File: config.mk
export PLATFORM = sky130hd
export DESIGN_NAME = dsc_top
export DESIGN_NICKNAME = d
export VERILOG_FILES = /design/src/rtl/dsc_pkg.sv /design/src/rtl/dsc_top.sv
export SDC_FILE = /design/constraint.sdc
export NUM_CORES = 1
export LEC_CHECK = 0
export BUFFER_PORTS_ARGS = -buffer_cell sky130_fd_sc_hd__buf_2
export CAP_MARGIN = 0
export CORE_MARGIN = 5
export CORE_UTILIZATION = 60
export CTS_CLUSTER_SIZE = 12
export DETAILED_ROUTE_END_ITERATION = 10
export PLACE_DENSITY_LB_ADDON = 0.3
export SKIP_LAST_GASP = 1
export SLEW_MARGIN = 20
export SYNTH_ARGS = -nofsm -noshare
export SYNTH_HDL_FRONTEND = slang
export SYNTH_SLANG_ARGS = --single-unit
File: constraint.sdc
create_clock -name REF_CLK -period 8.9 [get_ports REF_CLK]
set_input_delay 0 -clock REF_CLK [delete_from_list [all_inputs] [get_ports REF_CLK]]
set_output_delay 0 -clock REF_CLK [all_outputs]
set_load 0.02 [all_outputs]
File: src/rtl/dsc_pkg.sv
// package: constants for the serial delay configuration block
package dsc_pkg;
    localparam int WORD_W       = 11;
    localparam int CODE_W       = 9;
    localparam int CHAN_POS     = 0;
    localparam int MODE_POS     = 1;
    localparam int CODE_LSB     = 2;
    localparam int NUM_CHAN     = 2;
    localparam int SYNC_DEPTH   = 3;
    localparam int STEP_PS      = 11;
    localparam int STEP_PS_W    = 14;
    localparam logic [WORD_W-1:0] WORD_RST = 11'h000;
    localparam logic [CODE_W-1:0] CODE_RST = 9'h000;
    localparam logic [1:0] CSR_CODE_A  = 2'h0;
    localparam logic [1:0] CSR_CODE_B  = 2'h1;
    localparam logic [1:0] CSR_MODE    = 2'h2;
    localparam logic [1:0] CSR_SHIFT   = 2'h3;
    localparam logic [31:0] UNMAPPED_RD = 32'h0000_0000;
    typedef enum logic [1:0] {
        DSC_IDLE  = 2'b00,
        DSC_SHIFT = 2'b01,
        DSC_OPEN  = 2'b10
    } dsc_state_t;
endpackage

File: src/rtl/dsc_top.sv
// serial configuration path of a dual programmable delay device
//
// The placing of the registers and register access over Avalon-MM were chosen for this implementation.
`timescale 1ns/1ps
`default_nettype none
module dsc_top
    import dsc_pkg::*;
(
    input  wire logic                REF_CLK,
    input  wire logic                RESET_N,
    input  wire logic                SERIAL_CLK,
    input  wire logic                SERIAL_BIT_INPUT,
    input  wire logic                WORD_LOAD_STROBE,
    input  wire logic [1:0]          AVS_ADDRESS,
    input  wire logic                AVS_READ,
    input  wire logic                AVS_WRITE,
    input  wire logic [31:0]         AVS_WRITEDATA,
    output logic      [31:0]         AVS_READDATA,
    output logic                     AVS_WAITREQUEST,
    output logic [dsc_pkg::CODE_W-1:0] DELAY_CHANNEL_A,
    output logic [dsc_pkg::CODE_W-1:0] DELAY_CHANNEL_B,
    output logic                     CASCADE_MODE_BIT,
    output logic                     OUTPUT_A_PARKED,
    output logic [dsc_pkg::STEP_PS_W-1:0] DELAY_PS_A,
    output logic [dsc_pkg::STEP_PS_W-1:0] DELAY_PS_B
);
    import dsc_pkg::*;

    // three-stage synchronisers for the three pins
    logic [SYNC_DEPTH-1:0] sclk_sync_reg;
    logic [SYNC_DEPTH-1:0] sdat_sync_reg;
    logic [SYNC_DEPTH-1:0] sld_sync_reg;
    logic                  sclk_lvl_reg;
    logic                  sld_lvl_reg;
    logic                  sdat_lvl_reg;

    always_ff @(posedge REF_CLK or negedge RESET_N) begin
        if (!RESET_N) begin
            sclk_sync_reg <= '0;
            sdat_sync_reg <= '0;
            sld_sync_reg  <= '0;
        end else begin
            sclk_sync_reg <= {sclk_sync_reg[1:0], SERIAL_CLK};
            sdat_sync_reg <= {sdat_sync_reg[1:0], SERIAL_BIT_INPUT};
            sld_sync_reg  <= {sld_sync_reg[1:0], WORD_LOAD_STROBE};
        end
    end

    // a level counts only once stages two and three agree
    wire sclk_agree = sclk_sync_reg[1] == sclk_sync_reg[2];
    wire sdat_agree = sdat_sync_reg[1] == sdat_sync_reg[2];
    wire sld_agree  = sld_sync_reg[1] == sld_sync_reg[2];
    wire sclk_next  = sclk_agree ? sclk_sync_reg[2] : sclk_lvl_reg;
    wire sdat_next  = sdat_agree ? sdat_sync_reg[2] : sdat_lvl_reg;
    wire sld_next   = sld_agree ? sld_sync_reg[2] : sld_lvl_reg;
    wire sclk_rise  = sclk_next & ~sclk_lvl_reg;
    wire sld_fall   = ~sld_next & sld_lvl_reg;

    always_ff @(posedge REF_CLK or negedge RESET_N) begin
        if (!RESET_N) begin
            sclk_lvl_reg <= 1'b0;
            sdat_lvl_reg <= 1'b0;
            sld_lvl_reg  <= 1'b0;
        end else begin
            sclk_lvl_reg <= sclk_next;
            sdat_lvl_reg <= sdat_next;
            sld_lvl_reg  <= sld_next;
        end
    end

    // shift register
    // data taken from the agreed level, in the same cycle as the clock edge,
    // which matches the pin's setup window at the 15.625 MHz serial rate
    logic [WORD_W-1:0] shift_reg;
    wire  [WORD_W-1:0] shift_next = {sdat_next, shift_reg[WORD_W-1:1]};

    always_ff @(posedge REF_CLK or negedge RESET_N) begin
        if (!RESET_N)
            shift_reg <= WORD_RST;
        else if (sclk_rise)
            shift_reg <= shift_next;
    end

    // word fields
    // first bit in ends at bit 0 after eleven shifts; last bit is code msb
    wire              word_chan = shift_reg[CHAN_POS];
    wire              word_mode = shift_reg[MODE_POS];
    wire [CODE_W-1:0] word_code = shift_reg[WORD_W-1:CODE_LSB];

    // small sequencer tracking the strobe phases
    dsc_state_t state_reg;
    dsc_state_t state_next;

    always_comb begin
        case (state_reg)
            DSC_IDLE:  state_next = sclk_rise ? DSC_SHIFT : DSC_IDLE;
            DSC_SHIFT: state_next = sld_next ? DSC_OPEN : DSC_SHIFT;
            DSC_OPEN:  state_next = sld_fall ? DSC_IDLE : DSC_OPEN;
            default:   state_next = DSC_IDLE;
        endcase
    end

    always_ff @(posedge REF_CLK or negedge RESET_N) begin
        if (!RESET_N)
            state_reg <= DSC_IDLE;
        else
            state_reg <= state_next;
    end

    // latch open only while the strobe is high
    wire latch_open = sld_next;

    logic [CODE_W-1:0] code_reg [NUM_CHAN];
    logic              mode_reg;

    // per-channel latch, written only when addressed
    genvar ch;
    generate
        for (ch = 0; ch < NUM_CHAN; ch++) begin : g_chan
            // a genvar cannot be bit-selected, so cast it to one bit
            wire hit = latch_open && (word_chan == 1'(ch));
            always_ff @(posedge REF_CLK or negedge RESET_N) begin
                if (!RESET_N)
                    code_reg[ch] <= CODE_RST;
                else if (hit)
                    code_reg[ch] <= word_code;
            end
        end
    endgenerate

    // mode is common to both channels, follows each load
    always_ff @(posedge REF_CLK or negedge RESET_N) begin
        if (!RESET_N)
            mode_reg <= 1'b0;
        else if (latch_open)
            mode_reg <= word_mode;
    end

    // path control and nominal delay
    // total delay in cascade is a plus b, reported on b; fixed path
    // delay is analog and not modelled here
    wire [STEP_PS_W-1:0] ps_a =
        STEP_PS_W'(code_reg[0]) * STEP_PS_W'(STEP_PS);
    wire [STEP_PS_W-1:0] ps_b =
        STEP_PS_W'(code_reg[1]) * STEP_PS_W'(STEP_PS);
    wire [STEP_PS_W-1:0] ps_a_out = mode_reg ? '0 : ps_a;
    wire [STEP_PS_W-1:0] ps_b_out = mode_reg ? STEP_PS_W'(ps_a + ps_b) : ps_b;

    always_ff @(posedge REF_CLK or negedge RESET_N) begin
        if (!RESET_N) begin
            DELAY_CHANNEL_A  <= CODE_RST;
            DELAY_CHANNEL_B  <= CODE_RST;
            CASCADE_MODE_BIT <= 1'b0;
            OUTPUT_A_PARKED  <= 1'b0;
            DELAY_PS_A       <= '0;
            DELAY_PS_B       <= '0;
        end else begin
            DELAY_CHANNEL_A  <= code_reg[0];
            DELAY_CHANNEL_B  <= code_reg[1];
            CASCADE_MODE_BIT <= mode_reg;
            OUTPUT_A_PARKED  <= mode_reg;
            DELAY_PS_A       <= ps_a_out;
            DELAY_PS_B       <= ps_b_out;
        end
    end

    // avalon slave: read-only view; one wait cycle then answer
    logic        ack_reg;
    wire         req      = AVS_READ | AVS_WRITE;
    wire         rd_take  = AVS_READ & ~ack_reg;
    logic [31:0] rd_mux;

    always_comb begin
        case (AVS_ADDRESS)
            CSR_CODE_A: rd_mux = {23'h0, code_reg[0]};
            CSR_CODE_B: rd_mux = {23'h0, code_reg[1]};
            CSR_MODE:   rd_mux = {29'h0, state_reg, mode_reg};
            CSR_SHIFT:  rd_mux = {21'h0, shift_reg};
            default:    rd_mux = UNMAPPED_RD;
        endcase
    end

    always_ff @(posedge REF_CLK or negedge RESET_N) begin
        if (!RESET_N) begin
            ack_reg         <= 1'b0;
            AVS_WAITREQUEST <= 1'b1;
            AVS_READDATA    <= '0;
        end else begin
            ack_reg         <= req & ~ack_reg;
            AVS_WAITREQUEST <= ~(req & ~ack_reg);
            if (rd_take)
                AVS_READDATA <= rd_mux;
        end
    end

    other_kept_a: assert property (@(posedge REF_CLK) disable iff (!RESET_N)
        (latch_open && !word_chan) |=> $stable(code_reg[1]))
        else $error("channel b changed on a load to a");
    latch_load_a: assert property (@(posedge REF_CLK) disable iff (!RESET_N)
        (latch_open && word_chan) |=> code_reg[1] == $past(word_code))
        else $error("channel b missed its load");
    latch_hold_a: assert property (@(posedge REF_CLK) disable iff (!RESET_N)
        !latch_open |=> $stable(code_reg[0]) && $stable(mode_reg))
        else $error("latch changed while closed");
    shift_step_a: assert property (@(posedge REF_CLK) disable iff (!RESET_N)
        sclk_rise |=> shift_reg[WORD_W-2:0] == $past(shift_reg[WORD_W-1:1]))
        else $error("shift register did not advance one bit");
    shift_idle_a: assert property (@(posedge REF_CLK) disable iff (!RESET_N)
        !sclk_rise |=> $stable(shift_reg))
        else $error("shift register moved without serial edge");
    cascade_park_a: assert property (@(posedge REF_CLK) disable iff (!RESET_N)
        mode_reg |=> OUTPUT_A_PARKED && DELAY_PS_A == '0)
        else $error("output a not parked in cascade");
    dual_path_a: assert property (@(posedge REF_CLK) disable iff (!RESET_N)
        !mode_reg |=> DELAY_PS_B == $past(ps_b))
        else $error("channel b delay wrong in dual mode");
    step_ps_a: assert property (@(posedge REF_CLK) disable iff (!RESET_N)
        ##1 ($past(mode_reg) == 1'b0) |->
        DELAY_PS_A == STEP_PS_W'(DELAY_CHANNEL_A) * STEP_PS_W'(STEP_PS))
        else $error("delay not 11 ps per step");
    chan_route_a: assert property (@(posedge REF_CLK) disable iff (!RESET_N)
        (latch_open && word_chan) |=> $stable(code_reg[0]))
        else $error("channel a changed on a load to b");

    load_chan_a_a: assert property (@(posedge REF_CLK) disable iff (!RESET_N)
        (latch_open && !word_chan) |=> code_reg[0] == $past(word_code))
        else $error("channel a missed its load");

    hold_chan_b_a: assert property (@(posedge REF_CLK) disable iff (!RESET_N)
        !latch_open |=> $stable(code_reg[1]))
        else $error("channel b changed while closed");

    mode_load_a: assert property (@(posedge REF_CLK) disable iff (!RESET_N)
        latch_open |=> mode_reg == $past(word_mode))
        else $error("mode bit missed its load");

    mode_out_a: assert property (@(posedge REF_CLK) disable iff (!RESET_N)
        1'b1 |=> CASCADE_MODE_BIT == $past(mode_reg))
        else $error("mode output lags its latch");

    code_out_a_a: assert property (@(posedge REF_CLK) disable iff (!RESET_N)
        1'b1 |=> DELAY_CHANNEL_A == $past(code_reg[0]))
        else $error("code a output lags its latch");

    code_out_b_a: assert property (@(posedge REF_CLK) disable iff (!RESET_N)
        1'b1 |=> DELAY_CHANNEL_B == $past(code_reg[1]))
        else $error("code b output lags its latch");

    shift_in_a: assert property (@(posedge REF_CLK) disable iff (!RESET_N)
        sclk_rise |=> shift_reg[WORD_W-1] == $past(sdat_next))
        else $error("serial bit not taken at the top");

    park_off_a: assert property (@(posedge REF_CLK) disable iff (!RESET_N)
        !mode_reg |=> !OUTPUT_A_PARKED)
        else $error("output a parked in dual mode");

    cascade_sum_a: assert property (@(posedge REF_CLK) disable iff (!RESET_N)
        mode_reg |=> DELAY_PS_B == $past(STEP_PS_W'(ps_a + ps_b)))
        else $error("cascade delay is not a plus b");

    step_ps_b_a: assert property (@(posedge REF_CLK) disable iff (!RESET_N)
        ##1 ($past(mode_reg) == 1'b0) |->
        DELAY_PS_B == STEP_PS_W'(DELAY_CHANNEL_B) * STEP_PS_W'(STEP_PS))
        else $error("channel b not 11 ps per step");

    // bus answer comes one cycle after a fresh request
    bus_answer_a: assert property (@(posedge REF_CLK) disable iff (!RESET_N)
        ((AVS_READ || AVS_WRITE) && !ack_reg) |=> !AVS_WAITREQUEST)
        else $error("bus request not answered after one wait");

    // bus answer lasts one cycle so a held request is not taken twice
    bus_pulse_a: assert property (@(posedge REF_CLK) disable iff (!RESET_N)
        !AVS_WAITREQUEST |=> AVS_WAITREQUEST)
        else $error("waitrequest low for more than one cycle");

    // read data stands at the accepting edge
    bus_data_a: assert property (@(posedge REF_CLK) disable iff (!RESET_N)
        (AVS_READ && !ack_reg) |=> AVS_READDATA == $past(rd_mux))
        else $error("read data not loaded with the answer");

    // limitation: the cascade view is nominal only; the fixed analog
    // path delay and the enable pin stay outside this block
endmodule // dsc_top
`default_nettype wire

; ---- Word level (Yosys, flattened, before mapping)
; Index checks and enable logic that the tools add are counted.
; W data, S select, Z words.
[word_totals]
wordCells = 54
input_bits = 41
output_inout_bits = 81
ff_bits = 124
[classes]
bitwise = 10
eq_ne = 8
multipliers = 2
reduce_logical = 4
addsub = 1
mux = 10
[ops]
columns = operator, count
row1 = $pmux W32 S4, 1
row2 = $mul A9 B4 Y13 const B, 2
row3 = $add A13 B13 Y14, 1
row4 = $mux W14, 1
row5 = $mux W13, 1
row6 = $eq A2 B2 Y1 const B, 3
row7 = $pmux W2 S3, 1
row8 = $not A1 Y1, 5
row9 = $and A1 B1 Y1, 4
row10 = $eq A2 B1 Y1 const B, 2
row11 = $logic_not A2 Y1, 2
row12 = $mux W1, 4
row13 = $mux W2, 2
row14 = $eq A1 B1 Y1, 3
row15 = $logic_and A1 B1 Y1, 2
row16 = $or A1 B1 Y1, 1

; ---- Depth between registers and ports, before layout
[depth]
depth_word = 6
ltp_mapped = 15
mapped_depth_nobuf = 15

; ---- Least setup slack after synthesis
; OpenSTA, ideal clock, no wires.
[synth_timing]
path_kind = flip-flop to flip-flop
from = register code_reg[10] (netlist bit)
to = register DELAY_PS_B[11] (netlist bit)
stages_incl_launch_ff = 15
arrival_ns = 3.682
setup_slack_ns = 5.131
t_required_ns = 8.813
synth_period_minus_slack_ns = 3.769
setup_ns = 0.087
path_buffers = 0
cell_sequence = dfrtp_1 ha_1 fa_1 ha_1 a21o_2 a21oi_1 o21bai_1 a211oi_1 a21oi_1 ha_1 a21o_1 a21oi_1 o21bai_1 or3_1 o211ai_1
[synth_via]
elab_chain_len = 3
[synth_rtl]
columns = item, line
row1 = from (decl), dsc_top.sv:113  ; logic [CODE_W-1:0] code_reg [NUM_CHAN];
row2 = "from (signal, indexed assignment)", dsc_top.sv:126  ; code_reg[ch] <= word_code;
row3 = $mul A9 B4 Y13, dsc_top.sv:143  ; STEP_PS_W'(code_reg[0]) * STEP_PS_W'(STEP_PS);
row4 = $add A13 B13 Y14, dsc_top.sv:147  ; wire [STEP_PS_W-1:0] ps_b_out = mode_reg ? STEP_PS_W'(ps_a + ps_b) : ps_b;
row5 = $mux W14, dsc_top.sv:147
row6 = named net ps_b_out[11], dsc_top.sv:147
row7 = to (signal assigned), dsc_top.sv:163  ; DELAY_PS_B <= ps_b_out;
row8 = to (decl), dsc_top.sv:25  ; output logic [dsc_pkg::STEP_PS_W-1:0] DELAY_PS_B
; The timed path passes the listed nets, and every way through them passes these cells.
; A chain may end at the register's enable or synchronous reset.

; ---- Worst setup path after layout
; Same ends and word-level chain as after synthesis.

==> results_dict.tcl <==
set metrics [dict create \
    setup_viol 0 \
    detail-route-antenna-nets 0 \
    initial_core_util_pct 61.15 \
    crit_type "reg -> reg" \
    nNetsFinal 710 \
    reg2reg_depth 14 \
    syn_area_per_cell_um2 11.24 \
    drtIter0Drc 184 \
    fin_util_pct 67.96 \
    antenna_cells 0 \
    cp-end-kind "flop" \
    portBuffers 67 \
    routedWlPerCell_um 16.75 \
    grt_max_degree 83 \
    fmax_mhz 228.8 \
    rsz0062_at_grt "no" \
    numCtsBuffers 9 \
    cts_tree "done" \
    num_rows 36 \
    largest_reg_flops 18 \
    r2r_end "DELAY_PS_B[11]$_DFF_PN0_" \
    hold_viol_final 0 \
    p_per_area_nw_per_um2 420.2 \
    clock-sinks 103 \
    cts.path.max_buffers 2 \
    status "completed" \
    antenna_found_initial 0 \
    worst_pin_slew_ns 1.048 \
    ir_drop_mv 0.1951 \
    power.switching_mw 1.329 \
    gp_congestion 0.8379 \
    postCtsSetupBuffers 0 \
    final_cell_mix "dfrtp_1, buf_2, ha_1, inv_1, mux2_2" \
    yosysSeqAreaShare_pct 43.55 \
    critical_path_arrival_ns 4.65 \
    timing.rr.start "code_reg[10]$_DFFE_PN0P_" \
    ys_types 60 \
    pin_count 122 \
    drive_above_1_share_pct 22.85 \
    grt_pass1_vias 4071 \
    vias 4087 \
    drt_first_pass_iters 5 \
    seq_power_share_pct 26.1 \
    clock-root-buffer "clkbuf_8" \
    hold_class "in -> async" \
    finalCritPeriodShare_pct 49.12 \
    maxSlewHeadroom_pct 30.17 \
    die_area_um2 11960 \
    internal_power_mw 1.436 \
    slew_viol_final 0 \
    via_per_inst 5.545 \
    synth_area_um2 5922 \
    synth_top_area_share_pct 43.10 \
    finalSetupTns_ns 0 \
    postSynthCellCount 527 \
    post-route-drc-count 0 \
    gr-total-overflow 0 \
    cp.required_ns 9.17 \
    clock_power_share_pct 11.8 \
    synth_ff_type "dfrtp_1" \
    yosys_warnings 0 \
    leakage_nw 3.604 \
    hpwl_um 9168 \
    area_growth_pct 11.13 \
    die_y_um 109.3 \
    synth_seq_cells 103 \
    swShare_pct 48.06 \
    min_period_ns 4.371 \
    fin_skew_ns 0.01205 \
    pwr-share-comb_pct 62.0 \
    htreeDepth 3 \
    clkLatencyLatePin_ns 0.38 \
    grt_pass1_wl_um 19920 \
    max_stage_delay_ns 0.50 \
    clk_pin_slew_worst_paths_ns 0.11 \
    die_w_um 109.3 \
    wl_um 12350 \
    drv_cap 0 \
    final_common_cell "dfrtp_1" \
    synth_area_leader_cell "dfrtp_1" \
    core_um2 9684 \
    crit_chain "ha_1 > fa_1 > ha_1 > a21o_2 > a21oi_1 > o21bai_1 > a211oi_1 > a21oi_1 > ha_1 > a21o_1 > a21oi_1 > o21bai_1 > or3_1 > o211ai_1" \
    crit_slowest_cell "dfrtp_1" \
    cts_resized 0 \
    regToRegSetupSlack_ns 4.53 \
    async_flop_share_pct 100.0 \
    yosys-top-cells-area "dfrtp_1, ha_1, mux2_2" \
    grt.total_usage_pct 21.62 \
    synth_edf_count 0 \
    crit_path_start_kind "flop" \
    path_max_fanout 6 \
]
[cells in the mapped netlist (3+ instances only)]
cell type / number
a211oi_1: 10
a21o_1: 9
a21oi_1: 24
and2_1: 8
buf_4: 23
clkbuf_1: 8
dfrtp_1: 102
fa_1: 13
ha_1: 57
inv_1: 51
maj3_1: 3
mux2_2: 39
mux2i_1: 7
mux4_2: 3
nand2_1: 24
nand2b_1: 3
nand3_1: 4
nor2_1: 27
nor2b_1: 7
nor3_1: 8
o211a_1: 3
o211ai_1: 3
o21a_1: 3
o21ai_0: 19
o21bai_1: 5
o31ai_1: 4
or3_1: 3
xnor2_1: 11
xor2_1: 7
[final cells by class]
type,count,area (µm²)
Tap cell,133,166.4
Multi-Input combinational cell,359,3010
Clock inverter,6,83.83
Clock buffer,10,137.6
Inverter,52,195.2
Fill cell,720,3103
Sequential cell,103,2579
Timing Repair Buffer,74,409.1
[worst max path at each step]
stage / to / cells past startpoint / startpoint / slack, ns
2_1_floorplan: DELAY_PS_B[11]$_DFF_PN0_ / 14 / code_reg[10]$_DFFE_PN0P_ / 5.13
3_3_place_gp: DELAY_PS_B[11]$_DFF_PN0_ / 14 / code_reg[10]$_DFFE_PN0P_ / 4.66
3_5_place_dp: DELAY_PS_B[11]$_DFF_PN0_ / 14 / code_reg[10]$_DFFE_PN0P_ / 4.63
4_1_cts: DELAY_PS_B[11]$_DFF_PN0_ / 14 / code_reg[10]$_DFFE_PN0P_ / 4.59
5_1_grt: DELAY_PS_B[11]$_DFF_PN0_ / 14 / code_reg[10]$_DFFE_PN0P_ / 4.27
6_report: DELAY_PS_B[11]$_DFF_PN0_ / 14 / code_reg[10]$_DFFE_PN0P_ / 4.53
[power by group through the flow]
stage / clock, mW / sequential [mW] / combinational (mW)
after detailed placement: 0 / 0.731 / 1.70
after global routing: 0.349 / 0.738 / 1.90
after CTS: 0.330 / 0.722 / 1.71
after floorplan: 0 / 0.790 / 1.20
after global placement: 0 / 0.723 / 1.64
final: 0.327 / 0.723 / 1.72
[logic make-up (layout without fill, tap and decap cells)]
kind of cell,Yosys count,after routing,share of synthesized area [%]
buffers and inverters,86,142,6.951
other,1,22,0.06332
AOI/OAI and AO/OA,99,99,11.77
xor gates and xnor gates,18,18,2.662
adders and majority gates,73,73,16.94
and+or+nand+nor,98,98,8.325
DFF,103,103,43.55
muxes,49,49,9.740
[stage by stage]
| stage | total power, mW | hold WS, ns | instance area, µm² | setup WS (ns) | std cells |
|---|---|---|---|---|---|
| 6_report | 2.766 | 0.04605 | 6581 | 4.529 | 737 |
| 2_1_floorplan | 1.988 | -0.2956 | 6001 | 5.131 | 548 |
| 3_5_place_dp | 2.428 | -0.09757 | 6296 | 4.633 | 715 |
| 5_1_grt | 2.982 | 0.06664 | 6581 | 4.273 | 737 |
| 4_1_cts | 2.761 | 0.04017 | 6578 | 4.587 | 737 |
| 3_3_place_gp | 2.362 | -0.1119 | 6296 | 4.663 | 715 |
[critical path, delay by kind of cell, from the launching register on]
family          cells  cell delay [ns]
compound gates      9             1.84
fa+ha+maj           4             1.55
flops               1             0.50
simple gates        1             0.38
[what timing repair did]
action / CTS / global route
endpoints found under the setup margin: 0 / 0
hold buffers: 6 / 0
hold endpoints to repair: 26 / 0
[metal layers]
layer	GRT usage (%)	up-vias	wire [µm]
met5	0	-	0
met4	5.254	0	121
met3	4.991	13	639
met2	36.92	120	6338
met1	28.00	2021	5249
li1	-	1933	-
(Power assumes the default switching activity.)
